===== src/xoi_defs.svh =====
// register offsets, field positions, reset values and timing counts
`ifndef XOI_DEFS_SVH
`define XOI_DEFS_SVH
`define XOI_OFS_CONFIG 4'h0
`define XOI_OFS_BANK 4'h4
`define XOI_OFS_TIMING 4'h8
`define XOI_OFS_STATUS 4'hC
`define XOI_CFG_MUX_BIT 4
`define XOI_CFG_MODE_HI 3
`define XOI_CFG_MODE_LO 2
`define XOI_CFG_ALE_HI 1
`define XOI_CFG_ALE_LO 0
`define XOI_TM_SETUP_HI 7
`define XOI_TM_SETUP_LO 6
`define XOI_TM_WIDTH_HI 5
`define XOI_TM_WIDTH_LO 2
`define XOI_TM_HOLD_HI 1
`define XOI_TM_HOLD_LO 0
`define XOI_CFG_RESET 8'h00
`define XOI_BANK_RESET 4'h0
`define XOI_TIMING_RESET 8'hFF
`define XOI_MODE_SPLIT_BANK 2'h2
`define XOI_MODE_EXT_ONLY 2'h3
`define XOI_FIN_CYCLES 4'h3
`define XOI_RESP_OKAY 2'h0
`define XOI_RESP_SLVERR 2'h2
`endif


===== src/xoi_pkg.sv =====
// types shared by the external data memory interface
package xoi_pkg;
    typedef enum logic [2:0] {
        PH_IDLE, PH_START, PH_ALE, PH_ALEH, PH_SETUP, PH_STRB, PH_HOLD,
        PH_FIN
    } xoi_phase_t;

    // one external-data move instruction from the cpu
    typedef struct packed {
        logic wr;
        logic wide;
        logic [7:0] ptr8;
        logic [15:0] data_pointer_reg;
        logic [7:0] wdata;
    } xoi_req_t;

    typedef struct packed {
        logic done;
        logic ext;
        logic [7:0] rdata;
    } xoi_rsp_t;

    // access handed to on-chip xram
    typedef struct packed {
        logic sel;
        logic wr;
        logic [11:0] addr;
        logic [7:0] wdata;
    } xoi_xram_t;

    typedef struct packed {
        logic [11:0] addr;
        logic addr_hi_oe;
        logic addr_lo_oe;
        logic [7:0] ad_out;
        logic ad_oe;
        logic rd_n;
        logic wr_n;
        logic ale;
    } xoi_pins_t;

    typedef struct packed {
        xoi_phase_t phase;
        logic [3:0] cnt;
        xoi_req_t cur;
        logic [11:0] cur_addr;
        logic cur_hi_drv;
        logic req_ready;
        xoi_rsp_t rsp;
        xoi_xram_t xram;
        xoi_pins_t pins;
        logic [7:0] cfg;
        logic [3:0] bank;
        logic [7:0] timing;
        logic awv;
        logic [3:0] awaddr;
        logic wv;
        logic [7:0] wdata;
        logic wstrb0;
        logic awready;
        logic wready;
        logic bvalid;
        logic [1:0] bresp;
        logic arready;
        logic rvalid;
        logic [31:0] rdata;
        logic [1:0] rresp;
    } xoi_state_t;
endpackage : xoi_pkg


===== src/xoi_top.sv =====
// address routing and strobe timing for the external data memory interface
//
// Function
// mode 10 splits space, bank select active
// split: below boundary on-chip, else external
// split 8-bit: bank high nibble, pointer low
// split 16-bit: pointer routes, drive 12 bits
// mode 11: everything off-chip, xram hidden
// ext-only 8-bit: ignore bank, upper undriven
// ext-only 16-bit: pointer gives all 12 bits
// setup, hold, strobes, ale programmable in clocks
// off-chip access: parameters plus five clocks
// multiplexed: ale adds two clocks minimum
// setup and hold reset to maximum
// no strobes or ale for on-chip access
`timescale 1ns/1ps
`include "xoi_defs.svh"

module xoi_top #(
    parameter logic [11:0] XRAM_BOUNDARY = 12'h200
) (
    input wire logic clk,
    input wire logic srst,
    input wire xoi_pkg::xoi_req_t req,
    input wire logic req_valid,
    output logic req_ready,
    output xoi_pkg::xoi_rsp_t rsp,
    output xoi_pkg::xoi_xram_t xram,
    output xoi_pkg::xoi_pins_t pins,
    input wire logic [7:0] ad_in,
    input wire logic [3:0] s_axi_awaddr,
    input wire logic s_axi_awvalid,
    output logic s_axi_awready,
    input wire logic [31:0] s_axi_wdata,
    input wire logic [3:0] s_axi_wstrb,
    input wire logic s_axi_wvalid,
    output logic s_axi_wready,
    output logic [1:0] s_axi_bresp,
    output logic s_axi_bvalid,
    input wire logic s_axi_bready,
    input wire logic [3:0] s_axi_araddr,
    input wire logic s_axi_arvalid,
    output logic s_axi_arready,
    output logic [31:0] s_axi_rdata,
    output logic [1:0] s_axi_rresp,
    output logic s_axi_rvalid,
    input wire logic s_axi_rready
);
    import xoi_pkg::*;

    xoi_state_t st;
    xoi_state_t next_st;

    logic [1:0] mode;
    logic mux_mode;
    logic [1:0] ale_w;
    logic [1:0] setup_w;
    logic [3:0] strobe_w;
    logic [1:0] hold_w;

    assign mode = st.cfg[`XOI_CFG_MODE_HI:`XOI_CFG_MODE_LO];
    assign mux_mode = st.cfg[`XOI_CFG_MUX_BIT];
    assign ale_w = st.cfg[`XOI_CFG_ALE_HI:`XOI_CFG_ALE_LO];
    assign setup_w = st.timing[`XOI_TM_SETUP_HI:`XOI_TM_SETUP_LO];
    assign strobe_w = st.timing[`XOI_TM_WIDTH_HI:`XOI_TM_WIDTH_LO];
    assign hold_w = st.timing[`XOI_TM_HOLD_HI:`XOI_TM_HOLD_LO];

    // effective 12-bit address of a request
    function automatic logic [11:0] eff_addr(input xoi_req_t r,
                                             input logic [1:0] m,
                                             input logic [3:0] bk);
        if (r.wide) begin
            eff_addr = r.data_pointer_reg[11:0];
        end else if (m == `XOI_MODE_SPLIT_BANK) begin
            eff_addr = {bk, r.ptr8};
        end else begin
            eff_addr = {4'h0, r.ptr8};
        end
    endfunction : eff_addr

    // true when the request goes to the external bus
    function automatic logic goes_ext(input xoi_req_t r,
                                      input logic [1:0] m,
                                      input logic [3:0] bk);
        logic [15:0] full;
        full = r.wide ? r.data_pointer_reg : {4'h0, bk, r.ptr8};
        if (m == `XOI_MODE_EXT_ONLY) begin
            goes_ext = 1'b1;
        end else if (m == `XOI_MODE_SPLIT_BANK) begin
            goes_ext = (full >= {4'h0, XRAM_BOUNDARY});
        end else begin
            goes_ext = 1'b0;
        end
    endfunction : goes_ext

    // register read mux; unmapped offsets answer slave error
    function automatic logic [32:0] reg_read(input xoi_state_t s,
                                             input logic [3:0] a);
        case (a)
            `XOI_OFS_CONFIG: reg_read = {1'b0, 24'h0, s.cfg};
            `XOI_OFS_BANK: reg_read = {1'b0, 28'h0, s.bank};
            `XOI_OFS_TIMING: reg_read = {1'b0, 24'h0, s.timing};
            `XOI_OFS_STATUS: reg_read = {1'b0, 30'h0, s.rsp.ext,
                                         s.phase != PH_IDLE};
            default: reg_read = {1'b1, 32'h0};
        endcase
    endfunction : reg_read

    always_comb begin
        logic [32:0] rd;
        logic [11:0] a;
        logic e;
        logic fin;
        rd = 33'h0;
        a = 12'h0;
        e = 1'b0;
        fin = 1'b0;
        next_st = st;
        next_st.rsp.done = 1'b0;
        next_st.xram.sel = 1'b0;

        // register bus: write address and data taken in either order
        if (s_axi_awvalid && st.awready) begin
            next_st.awv = 1'b1;
            next_st.awaddr = s_axi_awaddr;
            next_st.awready = 1'b0;
        end
        if (s_axi_wvalid && st.wready) begin
            next_st.wv = 1'b1;
            next_st.wdata = s_axi_wdata[7:0];
            next_st.wstrb0 = s_axi_wstrb[0];
            next_st.wready = 1'b0;
        end
        if (st.awv && st.wv && !st.bvalid) begin
            next_st.awv = 1'b0;
            next_st.wv = 1'b0;
            next_st.bvalid = 1'b1;
            next_st.bresp = `XOI_RESP_OKAY;
            case (st.awaddr)
                `XOI_OFS_CONFIG: begin
                    if (st.wstrb0) begin
                        next_st.cfg = {3'h0, st.wdata[4:0]};
                    end
                end
                `XOI_OFS_BANK: begin
                    if (st.wstrb0) begin
                        next_st.bank = st.wdata[3:0];
                    end
                end
                `XOI_OFS_TIMING: begin
                    if (st.wstrb0) begin
                        next_st.timing = st.wdata;
                    end
                end
                `XOI_OFS_STATUS: ;
                default: next_st.bresp = `XOI_RESP_SLVERR;
            endcase
        end
        if (st.bvalid && s_axi_bready) begin
            next_st.bvalid = 1'b0;
            next_st.awready = 1'b1;
            next_st.wready = 1'b1;
        end
        if (s_axi_arvalid && st.arready) begin
            rd = reg_read(st, s_axi_araddr);
            next_st.rdata = rd[31:0];
            next_st.rresp = rd[32] ? `XOI_RESP_SLVERR : `XOI_RESP_OKAY;
            next_st.rvalid = 1'b1;
            next_st.arready = 1'b0;
        end
        if (st.rvalid && s_axi_rready) begin
            next_st.rvalid = 1'b0;
            next_st.arready = 1'b1;
        end

        // access sequencer; settings are read live, so change them idle
        unique case (st.phase)
            PH_IDLE: begin
                if (req_valid && st.req_ready) begin
                    a = eff_addr(req, mode, st.bank);
                    e = goes_ext(req, mode, st.bank);
                    next_st.rsp.ext = e;
                    if (e) begin
                        next_st.cur = req;
                        next_st.cur_addr = a;
                        // ext-only 8-bit leaves upper address to ports
                        next_st.cur_hi_drv = req.wide ||
                            (mode != `XOI_MODE_EXT_ONLY);
                        next_st.req_ready = 1'b0;
                        next_st.phase = PH_START;
                    end else begin
                        // on-chip: one-cycle handoff, pins untouched
                        next_st.xram = '{1'b1, req.wr, a, req.wdata};
                        next_st.rsp.done = 1'b1;
                    end
                end
            end
            PH_START: begin
                if (mux_mode) begin
                    next_st.phase = PH_ALE;
                    next_st.cnt = {2'h0, ale_w};
                end else if (setup_w != 2'h0) begin
                    next_st.phase = PH_SETUP;
                    next_st.cnt = {2'h0, setup_w - 2'h1};
                end else begin
                    next_st.phase = PH_STRB;
                    next_st.cnt = strobe_w;
                end
            end
            PH_ALE: begin
                if (st.cnt == 4'h0) begin
                    next_st.phase = PH_ALEH;
                end else begin
                    next_st.cnt = st.cnt - 4'h1;
                end
            end
            PH_ALEH: begin
                if (setup_w != 2'h0) begin
                    next_st.phase = PH_SETUP;
                    next_st.cnt = {2'h0, setup_w - 2'h1};
                end else begin
                    next_st.phase = PH_STRB;
                    next_st.cnt = strobe_w;
                end
            end
            PH_SETUP: begin
                if (st.cnt == 4'h0) begin
                    next_st.phase = PH_STRB;
                    next_st.cnt = strobe_w;
                end else begin
                    next_st.cnt = st.cnt - 4'h1;
                end
            end
            PH_STRB: begin
                if (st.cnt == 4'h0) begin
                    if (!st.cur.wr) begin
                        next_st.rsp.rdata = ad_in;
                    end
                    if (hold_w != 2'h0) begin
                        next_st.phase = PH_HOLD;
                        next_st.cnt = {2'h0, hold_w - 2'h1};
                    end else begin
                        next_st.phase = PH_FIN;
                        next_st.cnt = `XOI_FIN_CYCLES - 4'h1;
                    end
                end else begin
                    next_st.cnt = st.cnt - 4'h1;
                end
            end
            PH_HOLD: begin
                if (st.cnt == 4'h0) begin
                    next_st.phase = PH_FIN;
                    next_st.cnt = `XOI_FIN_CYCLES - 4'h1;
                end else begin
                    next_st.cnt = st.cnt - 4'h1;
                end
            end
            PH_FIN: begin
                if (st.cnt == 4'h0) begin
                    fin = 1'b1;
                    next_st.phase = PH_IDLE;
                    next_st.rsp.done = 1'b1;
                    next_st.req_ready = 1'b1;
                end else begin
                    next_st.cnt = st.cnt - 4'h1;
                end
            end
        endcase

        // pins follow the phase being entered so they leave a flop
        next_st.pins.ale = (next_st.phase == PH_ALE);
        next_st.pins.rd_n = !(next_st.phase == PH_STRB
                              && !next_st.cur.wr);
        next_st.pins.wr_n = !(next_st.phase == PH_STRB
                              && next_st.cur.wr);
        if (next_st.phase == PH_IDLE || fin) begin
            next_st.pins.addr_hi_oe = 1'b0;
            next_st.pins.addr_lo_oe = 1'b0;
            next_st.pins.ad_oe = 1'b0;
        end else begin
            next_st.pins.addr = next_st.cur_addr;
            next_st.pins.addr_hi_oe = next_st.cur_hi_drv;
            next_st.pins.addr_lo_oe = !mux_mode;
            if (mux_mode && (next_st.phase == PH_START
                             || next_st.phase == PH_ALE)) begin
                next_st.pins.ad_out = next_st.cur_addr[7:0];
                next_st.pins.ad_oe = 1'b1;
            end else begin
                next_st.pins.ad_out = next_st.cur.wdata;
                next_st.pins.ad_oe = next_st.cur.wr;
            end
        end
    end

    always_ff @(posedge clk) begin
        if (srst) begin
            st <= '0;
            st.phase <= PH_IDLE;
            st.req_ready <= 1'b1;
            st.pins.rd_n <= 1'b1;
            st.pins.wr_n <= 1'b1;
            st.cfg <= `XOI_CFG_RESET;
            st.bank <= `XOI_BANK_RESET;
            st.timing <= `XOI_TIMING_RESET;
            st.awready <= 1'b1;
            st.wready <= 1'b1;
            st.arready <= 1'b1;
        end else begin
            st <= next_st;
        end
    end

    assign req_ready = st.req_ready;
    assign rsp = st.rsp;
    assign xram = st.xram;
    assign pins = st.pins;
    assign s_axi_awready = st.awready;
    assign s_axi_wready = st.wready;
    assign s_axi_bresp = st.bresp;
    assign s_axi_bvalid = st.bvalid;
    assign s_axi_arready = st.arready;
    assign s_axi_rdata = st.rdata;
    assign s_axi_rresp = st.rresp;
    assign s_axi_rvalid = st.rvalid;
endmodule : xoi_top


===== config.mk =====
export PLATFORM = sky130hd
export DESIGN_NAME = xoi_top
export DESIGN_NICKNAME = d
export VERILOG_FILES = /design/src/xoi_pkg.sv /design/src/xoi_top.sv
export VERILOG_INCLUDE_DIRS = /design/src /design/src/src
export SDC_FILE = /design/constraint.sdc
export NUM_CORES = 1
export LEC_CHECK = 0
export ABC_CLOCK_PERIOD_IN_PS = 2300
export BUFFER_PORTS_ARGS = -buffer_cell sky130_fd_sc_hd__buf_2
export CAP_MARGIN = 20
export CORE_MARGIN = 4
export CORE_UTILIZATION = 35
export CTS_CLUSTER_DIAMETER = 200
export CTS_CLUSTER_SIZE = 40
export DETAILED_ROUTE_END_ITERATION = 8
export PLACE_DENSITY = 0.59
export RECOVER_POWER = 50
export SYNTH_ARGS = -nofsm -noshare
export SYNTH_HDL_FRONTEND = slang
export SYNTH_SLANG_ARGS = --single-unit

===== constraint.sdc =====
create_clock -name clk -period 2.3 [get_ports clk]
set_input_delay 0.23 -clock clk [delete_from_list [all_inputs] [get_ports clk]]
set_output_delay 0.23 -clock clk [all_outputs]
set_load 0.1 [all_outputs]

Word-level counts from Yosys, hierarchy flattened
Index checks and enable logic that the tools add are counted.

word-level totals
  register bits = 186
  input port bits = 94
  output and inout port bits = 100
  logic and storage cells = 154

cells by class
  add/sub/neg operators = 3
  order comparisons = 1
  eq/ne operators = 23
  multiplexer cells = 37
  bitwise gates (word level) = 4
  reduce and logical (&&, ||, !) cells = 45

operators with widths
  kind                  count
  $pmux 33 s4           1
  $mux 50               1
  $mux 48               1
  $mux 47               1
  $mux 33               1
  $mux 12               2
  $pmux 3 s8            1
  $pmux 4 s6            1
  $mux 22               1
  $mux 3                7
  $reduce_and 3->1      6
  $eq 4x4->1 const B    4
  $ge 16x10->1 const B  1
  $mux 16               1
  $mux 4                4
  $eq 3x3->1 const B    5
  $logic_not 4->1       3
  $logic_and 1x1->1     11
  $mux 5                2
  $ne 2x2->1 const B    5
  $reduce_or 2->1       5
  $eq 3x2->1 const B    3
  $mux 9                1
  $eq 4x3->1 const B    2
  other kinds (19)      43

Longest topological paths before layout
  word-level depth = 13
  gate-level depth with buffers = 8
  gate-level depth less buffers = 7

Least setup slack after synthesis
No wires, ideal clock.

  path kind = reg2reg
  start point = register st, in the netlist s_axi_bvalid
  end point = register st, in the netlist setup_w[0]
  library setup time = 0.120 ns
  arrival time = 2.324 ns
  required time = 2.180 ns
  setup slack = -0.143 ns
  cell stages (with the launch flop) = 8
  path buffers = 2
  clock period less this slack = 2.443 ns
  cells stage by stage = dfxtp_1 -> and3b_1 -> clkbuf_1 -> and3_1 -> nand3b_1 -> clkbuf_1 -> nor2_1 -> a211o_1

on the way
  longest elaborated chain between the ends = 3

RTL lines
  element                            RTL line        text
  start, declared                    xoi_top.sv:51   xoi_state_t st;
  start signal, assigned             xoi_top.sv:309  st <= next_st;
  $logic_not 1->1                    xoi_top.sv:134  if (st.awv && st.wv && !st.bvalid) begin
  $logic_and 1x1->1                  xoi_top.sv:134
  $reduce_and 3->1 (no source line)  -

No other way between the ends.
A chain may end at the register's enable or synchronous reset.

Worst setup path in the final report
  start point = register st[182] (netlist name)
  end point = register, netlist name pins[8]

on the way
  longest elaborated chain between the ends = 7

RTL lines
  element                                   RTL line                        text
  $logic_not 4->1 *                         -
  $mux 3, on equally long branches          -
  $pmux 3 s8                                xoi_top.sv:177                  unique case (st.phase)
  $eq 3x1->1 or $eq 3x2->1 (tied branches)  xoi_top.sv:284, xoi_top.sv:285
  $logic_or 1x1->1                          xoi_top.sv:285                  || next_st.phase == PH_ALE)) begin
  $logic_and 1x1->1                         xoi_top.sv:284                  if (mux_mode && (next_st.phase == PH_START
  $mux 9                                    xoi_top.sv:284

Mark *: on every way between the ends. The rest lies on a longest branch, timed or not.

==> flow_metrics.tcl <==
set metrics [dict create \
    finalSetupTns_ns 0 \
    min_period_over_period 0.952 \
    fmaxAchievable_mhz 457 \
    routed_wl_um 19300 \
    syn_area_per_cell_sq_um 8.65 \
    grt_max_degree 55 \
    vias_per_cell 5.10 \
    period_minus_slack_ns 2.19 \
    num_rows 51 \
    clock_sinks 135 \
    final_common_cell "dfxtp_1" \
    hold_path.class "in -> reg" \
    drt_iter0_drc 496 \
    synth-edff-count 0 \
    ys_async_sr_fraction 0 \
    grt_antenna_before_repair 0 \
    timing.hold.ws_ns 0.0149 \
    synth_top_area_frac 0.390 \
    synthesis.area_sq_mm 0.00693 \
    endpoint_kind "register" \
    powerDensity_mw_per_mm2 705 \
    globalRouteTotalUtil 0.174 \
    die_h_um 149 \
    crit_start "st[182]$_SDFFE_PP0P_" \
    ioPinCount 194 \
    synth.distinct_cells 68 \
    path_cells "inv_1 > ha_1 > nor3b_4 > o31ai_2 > nand2_1 > o22a_1 > a41o_1" \
    yosysSeqAreaShare 0.390 \
    seq_area_sq_mm 0.00271 \
    syn_to_final_growth_pct 15.4 \
    hold_violations 0 \
    design_area_sq_mm 0.00799 \
    max_stage_delay_ns 0.38 \
    critical_path.top_delay_family "compound AO/OA/AOI/OAI gates" \
    maxSlewHeadroom 0.150 \
    multi_input_area_sq_mm 0.00326 \
    rr_startpoint "st[182]$_SDFFE_PP0P_" \
    p_leak_nw 3.18 \
    finClkSkew_ns 0.00865 \
    nFillCells 2004 \
    maxCapViolations 0 \
    diodes 0 \
    wire_per_inst_um 16.6 \
    dp_hpwl_um 13900 \
    cts_max_level 4 \
    clock_path_buffers 2 \
    setup_viol 0 \
    vias 5941 \
    fp.dieW_um 149 \
    drc 0 \
    drive_gt1_frac 0.192 \
    cts_root_buffer "clkbuf_16" \
    place_area_sq_mm 0.00754 \
    grt_pass1_vias 5660 \
    clock_latency_ns 0.42 \
    cts_buffers 17 \
    critPathKind "reg -> reg" \
    dieArea_sq_mm 0.0221 \
    ant_nets 0 \
    final_nets 987 \
    post-place-ws_ns 0.0254 \
    synth-seq-cells 135 \
    start_util 0.356 \
    port_buffers 140 \
    cp-start-kind "register" \
    syn_inst 801 \
    place_congestion 0.823 \
    grt_first_pass_wirelength_um 30700 \
    hp-start "s_axi_wvalid" \
    cts_tree "built" \
    ys.flop_type "dfxtp_1" \
    critPathMaxFanout 8 \
    worstMarginPinSlew_ns 1.28 \
    mostFrequentLayoutCells "dfxtp_1 (133), clkbuf_1 (75), a21oi_1 (72), buf_2 (66), nor2_1 (56)" \
    critPathArrivalTime_ns 2.49 \
    rsz0062_at_grt "no" \
    core_sq_mm 0.0195 \
    grt_overflow 0 \
    yosysWarnings 0 \
    vdd_drop_max_mv 0.489 \
    final_max_slew_viol_count 0 \
    synth_top_area_cell "dfxtp_1" \
    cp_slowest_cell "dfxtp_1" \
    synth_area_leaders "dfxtp_1 (39%), buf_4 (10%), a21oi_1 (5.2%)" \
    clk_pin_slew_ns 0.06 \
    layout_setup_ws_ns 0.110 \
    cp.required_ns 2.60 \
    dr.pass1.iters 5 \
    worst-path-buf-inv 1 \
    status "completed" \
]
-- where the power goes --
group	switching [mW]	internal [mW]	total, mW
Clock	0.989	1.44	2.42
Combinational	0.649	0.132	0.781
Sequential	0.0351	2.39	2.43
Total	1.67	3.96	5.64
-- state kept, by name, indices dropped and copies added, names as in the netlist --
name / flops
s_axi_bvalid: 1
s_axi_bresp: 1
setup_w: 2
rsp: 10
s_axi_awready: 1
s_axi_rvalid: 1
s_axi_arready: 1
ale_w: 2
s_axi_wready: 1
st: 52
mux_mode: 1
xram: 22
hold_w: 2
s_axi_rresp: 1
s_axi_rdata: 8
pins: 26
req_ready: 1
mode: 2
-- path summary, 6_finish.rpt --
kind                                    end  slack (ns)  depth (start not counted)
setup / recovery       pins[8]$_SDFFE_PP0N_        0.11                          7
hold / removal    s_axi_wready$_SDFFE_PP1P_        0.01                          2
setup reg to reg       pins[8]$_SDFFE_PP0N_        0.11                          7
hold reg to reg         st[52]$_SDFFE_PP0P_        0.45                          2
-- worst reg2reg max path: cells and delay by family, from the launching register on --
kind                       cells  cell delay, ns
and+or+nand+nor                2            0.49
adders and majority gates      1            0.24
buffers and inverters          1            0.08
DFF                            1            0.38
AOI/OAI and AO/OA              3            0.89
-- cells by family (layout without fill, tap and decap cells) --
kind of cell / after synthesis / after routing / synth area share
AND/OR/NAND/NOR: 225 / 225 / 0.178
AO/OA/AOI/OAI: 221 / 221 / 0.215
buffers and inverters: 182 / 255 / 0.157
flip-flops: 135 / 135 / 0.390
multiplexers: 32 / 32 / 0.0502
adder cells (fa/ha/maj): 4 / 4 / 0.00723
other: 1 / 26 / 0.000541
XOR/XNOR: 1 / 1 / 0.00126
-- stage by stage --
step,instances,util,total power [mW]
after global routing,1164,0.411,5.85
after CTS,1163,0.414,5.71
after detailed placement,1134,0.387,3.27
after global placement,1134,0.387,3.27
final,1164,0.411,5.64
after floorplan,826,-,3.18
-- synth_stat cells (all sizes together) (21+ instances only) --
master	instances
dfxtp	135
clkbuf	34
nand3	29
nand2	48
a21oi	72
o21ai	24
inv	32
nor2	56
o211ai	33
mux2i	28
o31ai	21
buf	116
-- final cells by class --
type,count,share of cell area
inverters,32,0.0150
repair buffers,194,0.132
multi-input cells,509,0.407
flip-flops and latches,135,0.338
clock inverters,8,0.00657
well taps,265,0.0415
clock buffers,21,0.0589
-- metal layers --
layer	vias to the layer above	part of all wire	wire, um	track usage
li1	2926	-	-	-
met1	2796	0.50	9570	0.256
met2	198	0.43	8240	0.253
met3	21	0.060	1160	0.0356
met4	0	0.018	341	0.0600
met5	-	0	0	0
-- what timing repair did --
action	in CTS	in global routing
endpoints found under the hold margin	0	0
endpoints found under the setup margin	0	32
resized for setup	0	4
setup buffers	0	1
hold buffers	0	0
Note: power is estimated with default switching activity, not from simulation.
